--- src/core/ocp_cfg_defines.vh ---
// register offsets, field values and reset values of the configuration bank
`ifndef OCP_CFG_DEFINES_VH
`define OCP_CFG_DEFINES_VH
`define RESTORE_MAGIC 32'h64616f6c
`define CNT_RESTORE 8'h01
`define CNT_SETTINGS 8'h19
`define CNT_SAFE 8'h01
`define CNT_COMMAND 8'h03
`define CNT_VENDOR 8'h19
`define CAL_GAIN_RST 16'h4000
`define CAL_OFFS_RST 16'h0000
`define FALLBACK_EN_RST 1'b1
`define FALLBACK_LVL_RST 1'b0
`define STATUS_BUSY 8'hff
`define STATUS_DONE 8'h00
`define DEF_NOMINAL 16'h0004
`define DEF_NOMINAL_FUSE 8'h04
`define DEF_LIMIT 16'h000a
`define DEF_ADJUST 16'h0001
`define CMD_EXEC_CYCLES 4'h8
// word addresses; channel block base = 8'h10 * (ch + 1)
`define A_RESTORE_CNT 8'h00
`define A_RESTORE 8'h01
`define A_CMD_CNT 8'h02
`define A_CMD_REQ 8'h03
`define A_CMD_STATUS 8'h04
`define A_CMD_REPLY_LO 8'h05
`define A_CMD_REPLY_HI 8'h06
`define A_CH_BASE 8'h10
`define O_SET_CNT 4'h0
`define O_NOMINAL 4'h1
`define O_BUTTON 4'h2
`define O_SAFE_CNT 4'h3
`define O_SAFE_EN 4'h4
`define O_SAFEV_CNT 4'h5
`define O_SAFE_LVL 4'h6
`define O_VEND_CNT 4'h7
`define O_VOFF 4'h8
`define O_VGAIN 4'h9
`define O_IOFF 4'ha
`define O_IGAIN 4'hb
`define O_DEFNOM 4'hc
`define O_LIMIT 4'hd
`define O_ADJUST 4'he
`define O_BUTTON_STAT 4'hf
`endif

--- src/core/ocp_cfg_bank.v ---
// configuration object bank of a two-channel overcurrent protection terminal
//
// The Avalon-MM register port and the register addresses were decided locally.
`timescale 1ns/1ps
`default_nettype none
// How it works
// - magic word write restores delivery values of nominal, button lock and fallback settings
// - per channel 8-bit nominal fuse current
// - button lock value 0 refuses front-button current changes
// - bus error drives fallback level if enabled
// - fallback level bit: 0 off, 1 on
// - request write starts command execution
// - status 255 while busy, 0 when done
// - read-only six-byte reply of last command
// - voltage calibration offset and gain per channel
// - current calibration offset and gain per channel
// - default nominal loaded at delivery and restore
// - adjustable flag and maximum nominal per channel
`include "ocp_cfg_defines.vh"
module ocp_cfg_bank (
  input wire clk,
  input wire rstn,
  input wire [7:0] avs_address,
  input wire avs_read,
  input wire avs_write,
  input wire [31:0] avs_writedata,
  input wire [3:0] avs_byteenable,
  output reg [31:0] avs_readdata,
  output reg avs_waitrequest,
  input wire bus_error,
  input wire [1:0] ch_switch_cmd,
  input wire [1:0] button_req,
  input wire [15:0] button_value,
  output reg [1:0] ch_output,
  output reg [15:0] nominal_fuse_current_out,
  output reg [1:0] button_refused
);

  reg bus_error_s1;
  reg bus_error_s2;
  reg [1:0] button_req_s1;
  reg [1:0] button_req_s2;
  reg [1:0] button_req_d;
  reg [15:0] button_value_s1;
  reg [15:0] button_value_s2;
  reg [1:0] ch_switch_s1;
  reg [1:0] ch_switch_s2;
  reg [31:0] restore_trigger_reg;
  reg [15:0] command_request_reg;
  reg [7:0] command_progress_reg;
  reg [47:0] command_reply_reg;
  reg [3:0] cmd_timer_reg;
  reg [7:0] nominal_reg [0:1];
  reg [7:0] button_lock_reg [0:1];
  reg fallback_en_reg [0:1];
  reg fallback_lvl_reg [0:1];
  reg [15:0] voff_reg [0:1];
  reg [15:0] vgain_reg [0:1];
  reg [15:0] ioff_reg [0:1];
  reg [15:0] igain_reg [0:1];
  reg [15:0] defnom_reg [0:1];
  reg [15:0] limit_reg [0:1];
  reg [15:0] adjust_reg [0:1];
  reg ack_reg;
  reg [31:0] rdata_next;

  wire req = avs_read | avs_write;
  // a write lands at the edge where waitrequest is seen low
  wire wr_take = avs_write & ack_reg;
  wire rd_take = avs_read & ~ack_reg;
  wire ch_sel = avs_address[5];
  wire [3:0] ch_off = avs_address[3:0];
  // channel blocks at 0x10 and 0x20
  wire in_ch = (avs_address[7:6] == 2'b00) & (avs_address[5] ^ avs_address[4]);
  wire restore_hit = wr_take & (avs_address == `A_RESTORE) & (avs_writedata == `RESTORE_MAGIC);

  // byte-lane merge of a 16-bit field
  function [15:0] merge16;
    input [15:0] old;
    input [31:0] wd;
    input [3:0] be;
    begin
      merge16 = {be[1] ? wd[15:8] : old[15:8], be[0] ? wd[7:0] : old[7:0]};
    end
  endfunction

  // nominal write allowed only when adjustable and within limit
  function nom_ok;
    input [15:0] val;
    input [15:0] lim;
    input [15:0] adj;
    begin
      nom_ok = (adj != 16'h0000) && (val <= lim) && (val[15:8] == 8'h00);
    end
  endfunction

  always @(posedge clk or negedge rstn)
  begin
    if (!rstn)
    begin
      bus_error_s1 <= 1'b0;
      bus_error_s2 <= 1'b0;
      button_req_s1 <= 2'b00;
      button_req_s2 <= 2'b00;
      button_req_d <= 2'b00;
      button_value_s1 <= 16'h0000;
      button_value_s2 <= 16'h0000;
      ch_switch_s1 <= 2'b00;
      ch_switch_s2 <= 2'b00;
    end
    else
    begin
      bus_error_s1 <= bus_error;
      bus_error_s2 <= bus_error_s1;
      button_req_s1 <= button_req;
      button_req_s2 <= button_req_s1;
      button_req_d <= button_req_s2;
      button_value_s1 <= button_value;
      button_value_s2 <= button_value_s1;
      ch_switch_s1 <= ch_switch_cmd;
      ch_switch_s2 <= ch_switch_s1;
    end
  end

  // bus slave: waitrequest low one cycle after a request is seen
  always @(posedge clk or negedge rstn)
  begin
    if (!rstn)
    begin
      ack_reg <= 1'b0;
      avs_waitrequest <= 1'b1;
      avs_readdata <= 32'h00000000;
    end
    else
    begin
      ack_reg <= req & ~ack_reg;
      avs_waitrequest <= ~(req & ~ack_reg);
      if (rd_take)
        avs_readdata <= rdata_next;
    end
  end

  always @*
  begin
    rdata_next = 32'h00000000;
    if (in_ch)
    begin
      case (ch_off)
        `O_SET_CNT: rdata_next = {24'h000000, `CNT_SETTINGS};
        `O_NOMINAL: rdata_next = {24'h000000, nominal_reg[ch_sel]};
        `O_BUTTON: rdata_next = {24'h000000, button_lock_reg[ch_sel]};
        `O_SAFE_CNT: rdata_next = {24'h000000, `CNT_SAFE};
        `O_SAFE_EN: rdata_next = {31'h00000000, fallback_en_reg[ch_sel]};
        `O_SAFEV_CNT: rdata_next = {24'h000000, `CNT_SAFE};
        `O_SAFE_LVL: rdata_next = {31'h00000000, fallback_lvl_reg[ch_sel]};
        `O_VEND_CNT: rdata_next = {24'h000000, `CNT_VENDOR};
        `O_VOFF: rdata_next = {16'h0000, voff_reg[ch_sel]};
        `O_VGAIN: rdata_next = {16'h0000, vgain_reg[ch_sel]};
        `O_IOFF: rdata_next = {16'h0000, ioff_reg[ch_sel]};
        `O_IGAIN: rdata_next = {16'h0000, igain_reg[ch_sel]};
        `O_DEFNOM: rdata_next = {16'h0000, defnom_reg[ch_sel]};
        `O_LIMIT: rdata_next = {16'h0000, limit_reg[ch_sel]};
        `O_ADJUST: rdata_next = {16'h0000, adjust_reg[ch_sel]};
        `O_BUTTON_STAT: rdata_next = {31'h00000000, button_refused[ch_sel]};
        default: rdata_next = 32'h00000000;
      endcase
    end
    else
    begin
      case (avs_address)
        `A_RESTORE_CNT: rdata_next = {24'h000000, `CNT_RESTORE};
        `A_RESTORE: rdata_next = restore_trigger_reg;
        `A_CMD_CNT: rdata_next = {24'h000000, `CNT_COMMAND};
        `A_CMD_REQ: rdata_next = {16'h0000, command_request_reg};
        `A_CMD_STATUS: rdata_next = {24'h000000, command_progress_reg};
        `A_CMD_REPLY_LO: rdata_next = command_reply_reg[31:0];
        `A_CMD_REPLY_HI: rdata_next = {16'h0000, command_reply_reg[47:32]};
        default: rdata_next = 32'h00000000;
      endcase
    end
  end

  // global objects and command mailbox
  always @(posedge clk or negedge rstn)
  begin
    if (!rstn)
    begin
      restore_trigger_reg <= 32'h00000000;
      command_request_reg <= 16'h0000;
      command_progress_reg <= `STATUS_DONE;
      command_reply_reg <= 48'h000000000000;
      cmd_timer_reg <= 4'h0;
    end
    else
    begin
      if (wr_take && avs_address == `A_RESTORE)
        restore_trigger_reg <= avs_writedata;
      if (wr_take && avs_address == `A_CMD_REQ)
      begin
        command_request_reg <= merge16(command_request_reg, avs_writedata, avs_byteenable);
        command_progress_reg <= `STATUS_BUSY;
        cmd_timer_reg <= `CMD_EXEC_CYCLES;
      end
      else if (command_progress_reg == `STATUS_BUSY)
      begin
        if (cmd_timer_reg == 4'h1)
        begin
          command_progress_reg <= `STATUS_DONE;
          command_reply_reg <= {32'h00000000, command_request_reg};
        end
        cmd_timer_reg <= cmd_timer_reg - 4'h1;
      end
    end
  end

  genvar g;
  generate
    for (g = 0; g < 2; g = g + 1)
    begin : chan
      wire wsel = wr_take & in_ch & (ch_sel == g);
      wire btn_edge = button_req_s2[g] & ~button_req_d[g];
      always @(posedge clk or negedge rstn)
      begin
        if (!rstn)
        begin
          nominal_reg[g] <= `DEF_NOMINAL_FUSE;
          button_lock_reg[g] <= 8'h00;
          fallback_en_reg[g] <= `FALLBACK_EN_RST;
          fallback_lvl_reg[g] <= `FALLBACK_LVL_RST;
          voff_reg[g] <= `CAL_OFFS_RST;
          vgain_reg[g] <= `CAL_GAIN_RST;
          ioff_reg[g] <= `CAL_OFFS_RST;
          igain_reg[g] <= `CAL_GAIN_RST;
          defnom_reg[g] <= `DEF_NOMINAL;
          limit_reg[g] <= `DEF_LIMIT;
          adjust_reg[g] <= `DEF_ADJUST;
          button_refused[g] <= 1'b0;
          ch_output[g] <= 1'b0;
        end
        else
        begin
          if (restore_hit)
          begin
            nominal_reg[g] <= defnom_reg[g][7:0];
            button_lock_reg[g] <= 8'h00;
            fallback_en_reg[g] <= `FALLBACK_EN_RST;
            fallback_lvl_reg[g] <= `FALLBACK_LVL_RST;
          end
          else if (wsel)
          begin
            case (ch_off)
              `O_NOMINAL:
                if (avs_byteenable[0] && nom_ok({8'h00, avs_writedata[7:0]}, limit_reg[g],
                    adjust_reg[g]))
                  nominal_reg[g] <= avs_writedata[7:0];
              `O_BUTTON: if (avs_byteenable[0]) button_lock_reg[g] <= avs_writedata[7:0];
              `O_SAFE_EN: if (avs_byteenable[0]) fallback_en_reg[g] <= avs_writedata[0];
              `O_SAFE_LVL: if (avs_byteenable[0]) fallback_lvl_reg[g] <= avs_writedata[0];
              `O_VOFF: voff_reg[g] <= merge16(voff_reg[g], avs_writedata, avs_byteenable);
              `O_VGAIN: vgain_reg[g] <= merge16(vgain_reg[g], avs_writedata, avs_byteenable);
              `O_IOFF: ioff_reg[g] <= merge16(ioff_reg[g], avs_writedata, avs_byteenable);
              `O_IGAIN: igain_reg[g] <= merge16(igain_reg[g], avs_writedata, avs_byteenable);
              `O_DEFNOM: defnom_reg[g] <= merge16(defnom_reg[g], avs_writedata, avs_byteenable);
              `O_LIMIT: limit_reg[g] <= merge16(limit_reg[g], avs_writedata, avs_byteenable);
              `O_ADJUST: adjust_reg[g] <= merge16(adjust_reg[g], avs_writedata, avs_byteenable);
              default: button_refused[g] <= button_refused[g];
            endcase
          end
          else if (btn_edge)
          begin
            if (button_lock_reg[g] == 8'h00)
              button_refused[g] <= 1'b1;
            else if (nom_ok(button_value_s2, limit_reg[g], adjust_reg[g]))
            begin
              nominal_reg[g] <= button_value_s2[7:0];
              button_refused[g] <= 1'b0;
            end
            else
              button_refused[g] <= 1'b1;
          end
          if (bus_error_s2)
          begin
            if (fallback_en_reg[g])
              ch_output[g] <= fallback_lvl_reg[g];
          end
          else
            ch_output[g] <= ch_switch_s2[g];
        end
      end
    end
  endgenerate

  always @(posedge clk or negedge rstn)
  begin
    if (!rstn)
      nominal_fuse_current_out <= 16'h0000;
    else
      nominal_fuse_current_out <= {nominal_reg[1], nominal_reg[0]};
  end

endmodule // ocp_cfg_bank
`default_nettype wire

--- config.mk ---
export PLATFORM = sky130hd
export DESIGN_NAME = ocp_cfg_bank
export DESIGN_NICKNAME = d
export VERILOG_FILES = /design/src/core/ocp_cfg_bank.v
export VERILOG_INCLUDE_DIRS = /design/src /design/src/core
export SDC_FILE = /design/constraint.sdc
export NUM_CORES = 1
export LEC_CHECK = 0
export BUFFER_PORTS_ARGS = -buffer_cell sky130_fd_sc_hd__buf_2
export CAP_MARGIN = 5
export CORE_MARGIN = 2
export CORE_UTILIZATION = 45
export CTS_CLUSTER_SIZE = 28
export DETAILED_ROUTE_END_ITERATION = 7
export PLACE_DENSITY = 0.73
export SYNTH_ARGS = -nofsm -noshare
export SYNTH_HDL_FRONTEND = slang
export SYNTH_SLANG_ARGS = --single-unit
--- constraint.sdc ---
create_clock -name clk -period 4.2 [get_ports clk]
set_input_delay 1.05 -clock clk [delete_from_list [all_inputs] [get_ports clk]]
set_output_delay 1.05 -clock clk [all_outputs]
set_load 0.02 [all_outputs]
==> results of run 1 <==
==> logic make-up (layout without fill, tap and decap cells) <==
group | count (synthesis) | count (layout) | synth area share, %
muxes | 396 | 396 | 22.0
adders and majority gates | 51 | 51 | 3.24
DFF | 427 | 427 | 54.4
xor gates and xnor gates | 3 | 3 | 0.134
AOI/OAI and AO/OA | 255 | 255 | 8.37
buffers and inverters | 137 | 334 | 2.70
and+or+nand+nor | 377 | 377 | 9.09
==> area by class of cell <==
type	count	area (µm²)
Multi-Input combinational cell	1082	8450
Clock inverter	20	184
Timing Repair Buffer	206	1350
Fill cell	3610	20200
Sequential cell	427	10700
Tap cell	585	732
Inverter	49	186
Clock buffer	59	1280
==> where the power goes <==
part / switching [W] / internal, W / total (W)
registers: 0.0000731 / 0.00421 / 0.00428
logic: 0.000417 / 0.000212 / 0.000629
clock network: 0.00162 / 0.00232 / 0.00394
==> metrics by stage <==
| step | hold WS (ns) | std cells | power, W |
|---|---|---|---|
| 3_3_place_gp | 0.334 | 2349 | 0.00494 |
| 2_1_floorplan | 0.331 | 1646 | 0.00464 |
| 4_1_cts | 0.349 | 2428 | 0.00889 |
| 5_1_grt | 0.350 | 2428 | 0.00914 |
| 6_report | 0.347 | 2428 | 0.00885 |
| 3_5_place_dp | 0.336 | 2349 | 0.00497 |
==> cell usage in the layout (no fill, tap or decap), types with 35 or more instances in the layout <==
cell type and n:
a21oi_1 65, o21ai_0 59, a221oi_1 35, buf_4 80
nor2_1 73, clkbuf_16 45, ha_1 51, mux2_2 282
buf_2 117, dfrtp_1 410, nand2_1 161, mux2i_1 113
o22ai_1 37, inv_1 48
==> critical path, cell delays in order <==
cell and delay [ns]:
buf_6 0.09, inv_4 0.05, ha_1 0.28, nor3b_1 0.41
nand3_1 0.12, nor2_1 0.24, nand2_1 0.12, nor2b_1 0.96
nand2_2 0.41, mux2_2 0.39
==> worst min path at each step <==
stage | from | to | slack, ns | cells past startpoint
detailed placement | button_value_s1[10] | button_value_s2[10] | 0.34 | 0
CTS | button_value_s1[10] | button_value_s2[10] | 0.35 | 0
floorplan | bus_error_s1 | bus_error_s2 | 0.33 | 0
global route | button_value_s1[10] | button_value_s2[10] | 0.35 | 0
global placement | button_value_s1[12] | button_value_s2[12] | 0.33 | 0
finish | button_value_s1[13] | button_value_s2[13] | 0.35 | 0
==> metal layers <==
metal	wire [µm]	GRT usage [%]	part of all wire, %	vias to the layer above
li1	-	-	-	6284
met1	22800	33.2	41	7334
met2	25600	38.8	46	616
met3	4460	4.62	8.1	148
met4	2350	10.9	4.3	0
met5	0	0	0	-
==> impl_results.md, run 1 <==
* # setup viols final at 0
* Mean Syn Cell Area at 11.9 µm²
* Final instance area at approximately 0.023 mm²
* DP Area at around 0.021 mm²
* Final period utilization at 88.3%
* IO Count at 122
* Post-synthesis sequential element count at approximately 430
* Cell count after synthesis at ~1600
* Drt wl/cell at around 23 µm
* Iteration-0 DRC count of the detailed router at about 1500
* CTS H-Tree Depth at 2
* DRC at 0
* Setup WS post-layout at 0.493 ns
* Fin. max-slew vios at 0
* Synth top area cells: dfrtp_1, mux2_2, mux2i_1
* Startpoint types: input pin
* Post-CTS Hold Fix Bufs at 0
* Post-synthesis net count at 1766
* Post-Route Utilization at 53.1%
* Crit end category: flop
* Port buffer count at about 120
* Pre-CTS WS at 0.0237 ns
* Post-synthesis cell area at 0.0197 mm²
* Max-cap violations at 0
* Max IR drop VDD at 347 µV
* Skew final at around 0.022 ns
* Setup_tns at 0 ns
* PwrDens at between 300 and 400 mW/mm²
* Cts repair resizes at 0
* Count leader, synth: dfrtp_1
* DR vias/cell at roughly 5.9
* Final antenna-violating net count at 0
* Setup crit end: ioff_reg[20]
* Router iterations before antenna repair at 6
* R2R cell count at 8
* Grt ovf at 0
* Post-synthesis sequential area ratio at 54.4%
* First-pass GRT wire length at 85000 µm
* Final hold violation count at 0
* Max Clk Rate at 0.270 GHz
* Die X at about 210 µm
* Antenna Cells at 0
* Post-synthesis async set-or-reset flop share at 100%
* CP Class: input pin to flop
* RSZ-0062 raised after global routing: false
* Row cnt at 76
* Area growth syn-to-layout at 16.4%
* Die Span Y at around 210 µm
* Worst-Skew Late Latency at around 0.56 ns
* Largest net degree at the start of global routing at 120
* Post-synth cell types at 57
* Run status: completed
* GRT Total Usage at 24.6%
* Prevailing post-synth register cell: dfrtp_1
* Final Critical Period at 3.71 ns
* R2R setup slack at 0.90 ns
* Clock root buffer: clkbuf_16
* R2R Path Start: button_value_s2[5]
* GPL Wtd Cong at 1.01
* Clock buffer count from CTS at 43
* Initial core utilization at 45.7%
* Vias at 14400
* Number of global-route vias before repair at roughly 14000
* Worst-margin pin slew at 1.24 ns
* Layout cell share with drive strength beyond 1 at 33.2%
* Clock Pin Slew Worst Setup and Hold Paths at ~0.06 ns
* Share of the synthesized area in the top cell type at 52.2%
* Initial antenna violation count at 0
* Synth top cells by count: dfrtp_1, mux2_2, nand2_1, mux2i_1, nor2_1
* Postcts setup bufs at 0
* CP arrival at 4.14 ns
* DRT Wirelength at 55200 µm
* CTS tree: built
* Nets at a little under 2000
* Hold Crit Class: flop to flop
* Die footprint at 0.0454 mm²
* Post-synth EDFFs at 0
* CTS Sinks at 427
* Capturing point of the worst reg2reg path: nominal_reg[9]
* Area leader, netlist: dfrtp_1
* Setup crit start: avs_address[5]
* Leak at 11.1 nW
* Core area at ~0.043 mm²
* Worst-path maximum fanout at 8
* Critical Path RT at 4.64 ns
* Post-DP HPWL at 38700 µm
* Synth Warn # at 0
* Worst rel slew slack at 17.0%
* Clock buffer depth at 3
(Power assumes the default switching activity.)
==> run 2, diff against run 1 <==
- ABC_AREA: not set -> 1
==> impl_results.md, run 2 <==
* Critical path's slowest cell: nand2_1
* Skew final at approximately 0.019 ns
* Die footprint at 0.0474 mm²
* CTS H-Tree Depth at 2
* Port buffer count at 119
* Antenna Cells at 0
* GPL Wtd Cong at 0.925
* Largest stage delay, worst path at 0.45 ns
* Post-synthesis sequential element count at 427
* Nets at 2661
* Clock root buffer: clkbuf_16
* Internal power at ~0.007 W
* Leak at 10.7 nW
* Core area at approximately 0.045 mm²
* CP arrival at 3.62 ns
* Synth top cells by count: nand2_1, dfrtp_1, o21ai_0, inv_1, a21oi_1
* Post-synthesis async set-or-reset flop share at 100%
* Vias at 17300
* Max-cap violations at 0
* CTS tree: built
* Hold Crit Class: flop to flop
* Area growth syn-to-layout at 12.5%
* Logic pwr share at 8.7%
* Worst-Skew Late Latency at 0.59 ns
* Router iterations before antenna repair at 7
* Final period utilization at approximately three quarters
* Leading cell type in the layout, fill and taps excluded: nand2_1
* Clock buffer depth at 3
* Count leader, synth: nand2_1
* Clock buffer count from CTS at 46
* Metal-1 WL at 25500 µm
* Commonest cells after routing, fill and taps aside: nand2_1, dfrtp_1, o21ai_0, inv_1, a21oi_1
* Final hold violation count at 0
* Synth Warn # at 0
* Critical Path RT at around 4.6 ns
* Post-CTS Hold Fix Bufs at 0
* DRC at 0
* IO Count at ~120
* CP cell instances: buf_4 > clkinv_2 > ha_1 > nand3_1 > nor2_8 > nand3_4 > inv_4 > nand2_8 > nand2_2 > inv_2 > nand2_1 > o21ai_0
* Prevailing post-synth register cell: dfrtp_1
* Largest net degree at the start of global routing at 149
* Iteration-0 DRC count of the detailed router at 2019
* Die Span Y at 218 µm
* Pre-CTS WS at approximately 0.45 ns
* Clock power share at ~45%
* CTS Sinks at 427
* Postcts setup bufs at 0
* Post-synth cell types at 47
* Initial core utilization at roughly 45%
* Startpoint types: input pin
* Post-synthesis sequential area ratio at 52.1%
* # setup viols final at 0
* Final Critical Period at 3.20 ns
* Worst-path maximum fanout at 24
* Crit end category: flop
* Cell count after synthesis at 2463
* Fin. max-slew vios at 0
* CP top delay family: simple AND/OR/NAND/NOR gates
* Mean Syn Cell Area at 8.34 µm²
* Max IR drop VDD at ~330 µV
* Post-synthesis cell area at roughly 0.021 mm²
* Worst rel slew slack at 37.4%
* Layout fillers at 4188
* Clock Pin Slew Worst Setup and Hold Paths at 0.06 ns
* Worst-margin pin slew at 0.938 ns
* Setup WS post-layout at about 1 ns
* Post-Route Utilization at approximately 51%
* Area leader, netlist: dfrtp_1
* CP bufs+invs at 4
* Final antenna-violating net count at 0
* Row cnt at 78
* Sequential share of power at 46.7%
* Run status: completed
* Initial antenna violation count at 0
* Synth top area cells: dfrtp_1, nand2_1, o21ai_0
* Max Clk Rate at 0.312 GHz
* DR vias/cell at 5.45
* Grt ovf at 0
* Cts repair resizes at 0
* Sw Share at 25.3%
* Layout cell share with drive strength beyond 1 at 12.4%
* GRT Total Usage at approximately 25%
* Setup_tns at 0 ns
* P_sw at 0.00240 W
* WHS at 0.343 ns
* Drt wl/cell at between 15 and 20 µm
* RSZ-0062 raised after global routing: false
* First-pass GRT wire length at 92300 µm
* Post-DP HPWL at 40700 µm
* DR WL met2 at 27200 µm
* Number of global-route vias before repair at 16600
* Uppermost layer routed: met4
* Share of the synthesized area in the top cell type at between 40% and 50%
* WL met3 at 4170 µm
* PwrDens at 410 mW/mm²
* CP Class: input pin to flop
* DRT Wirelength at 58300 µm
* Post-synthesis net count at 2583
* Die X at 218 µm
* Post-synth EDFFs at 0
run 2: cell types whose count changed in the layout (fill, tap and decap cells not counted), moves of 31 or more:
cell	delta
nor2_1	+31
o21ai_0	+242
nand3_1	+47
nand2_1	+724
o22ai_1	-36
a221oi_1	-35
buf_4	-50
mux2i_1	-113
mux2_2	-275
a21oi_1	+65
inv_1	+90
o21ai_1	+65
run 2: cell families (layout without fill, tap and decap cells):
group / after synthesis / in the layout / share of synthesized area, %
simple gates: 1187 / 1187 / 25.3
flops: 427 / 427 / 52.1
fa+ha+maj: 51 / 51 / 3.11
buf+inv: 267 / 382 / 5.92
mux: 7 / 7 / 0.384
xor+xnor: 1 / 1 / 0.0427
compound gates: 523 / 523 / 13.1
run 2: worst paths after layout:
| check | startpoint | endpoint | slack [ns] | cells past startpoint |
|---|---|---|---|---|
| max | avs_address[5] | defnom_reg[27] | 1.0 | 12 |
| min | button_value_s1[6] | button_value_s2[6] | 0.34 | 0 |
| max reg2reg | limit_reg[15] | nominal_reg[5] | 1.63 | 10 |
| min reg2reg | button_value_s1[6] | button_value_s2[6] | 0.34 | 0 |
| max in group asynchronous | rstn | button_value_s2[14] | 2.59 | 2 |
| min in group asynchronous | rstn | avs_readdata[20] | 0.47 | 1 |
run 2: routing by layer:
| metal | GRT usage (%) | vias up |
|---|---|---|
| li1 | - | 8162 |
| met2 | 39.6 | 642 |
| met3 | 4.14 | 98 |
| met5 | 0 | - |
| met1 | 35.0 | 8424 |
| met4 | 7.12 | 0 |
run 2: through the flow:
stage | instances | area [µm²] | total power, W
finish | 3178 | 23100 | 0.00946
global route | 3178 | 23100 | 0.00980
CTS | 3178 | 23100 | 0.00952
detailed placement | 3093 | 21500 | 0.00531
global placement | 3093 | 21500 | 0.00527
floorplan | 2463 | 20500 | 0.00493
run 2: layout make-up:
class                      instances  area [µm²]  share of cell area (%)
timing repair buffer             152         906                    3.92
clock buffer                      72        1390                    6.02
multi-input combinational       1769        8610                    37.3
tap                              600         751                    3.25
sequential                       427       10700                    46.3
inverter                         145         548                    2.37
clock inverter                    13         190                   0.823
run 2: worst reg2reg max path, stage by stage (launching register included):
cell,delay [ns]
dfrtp_1,0.41
inv_1,0.06
ha_1,0.29
nand2_1,0.08
nor4_1,0.73
nand3_1,0.14
nand2_1,0.17
nand3_2,0.25
nand2_2,0.23
nand2_1,0.09
nand2_1,0.06
run 2: power groups by stage:
stage                     combinational (W)  sequential [W]  clock, W
after global placement             0.000789         0.00448         0
after global routing               0.000916         0.00444   0.00445
after floorplan                    0.000417         0.00451         0
after CTS                          0.000826         0.00442   0.00427
final                              0.000821         0.00442   0.00422
after detailed placement           0.000821         0.00449         0
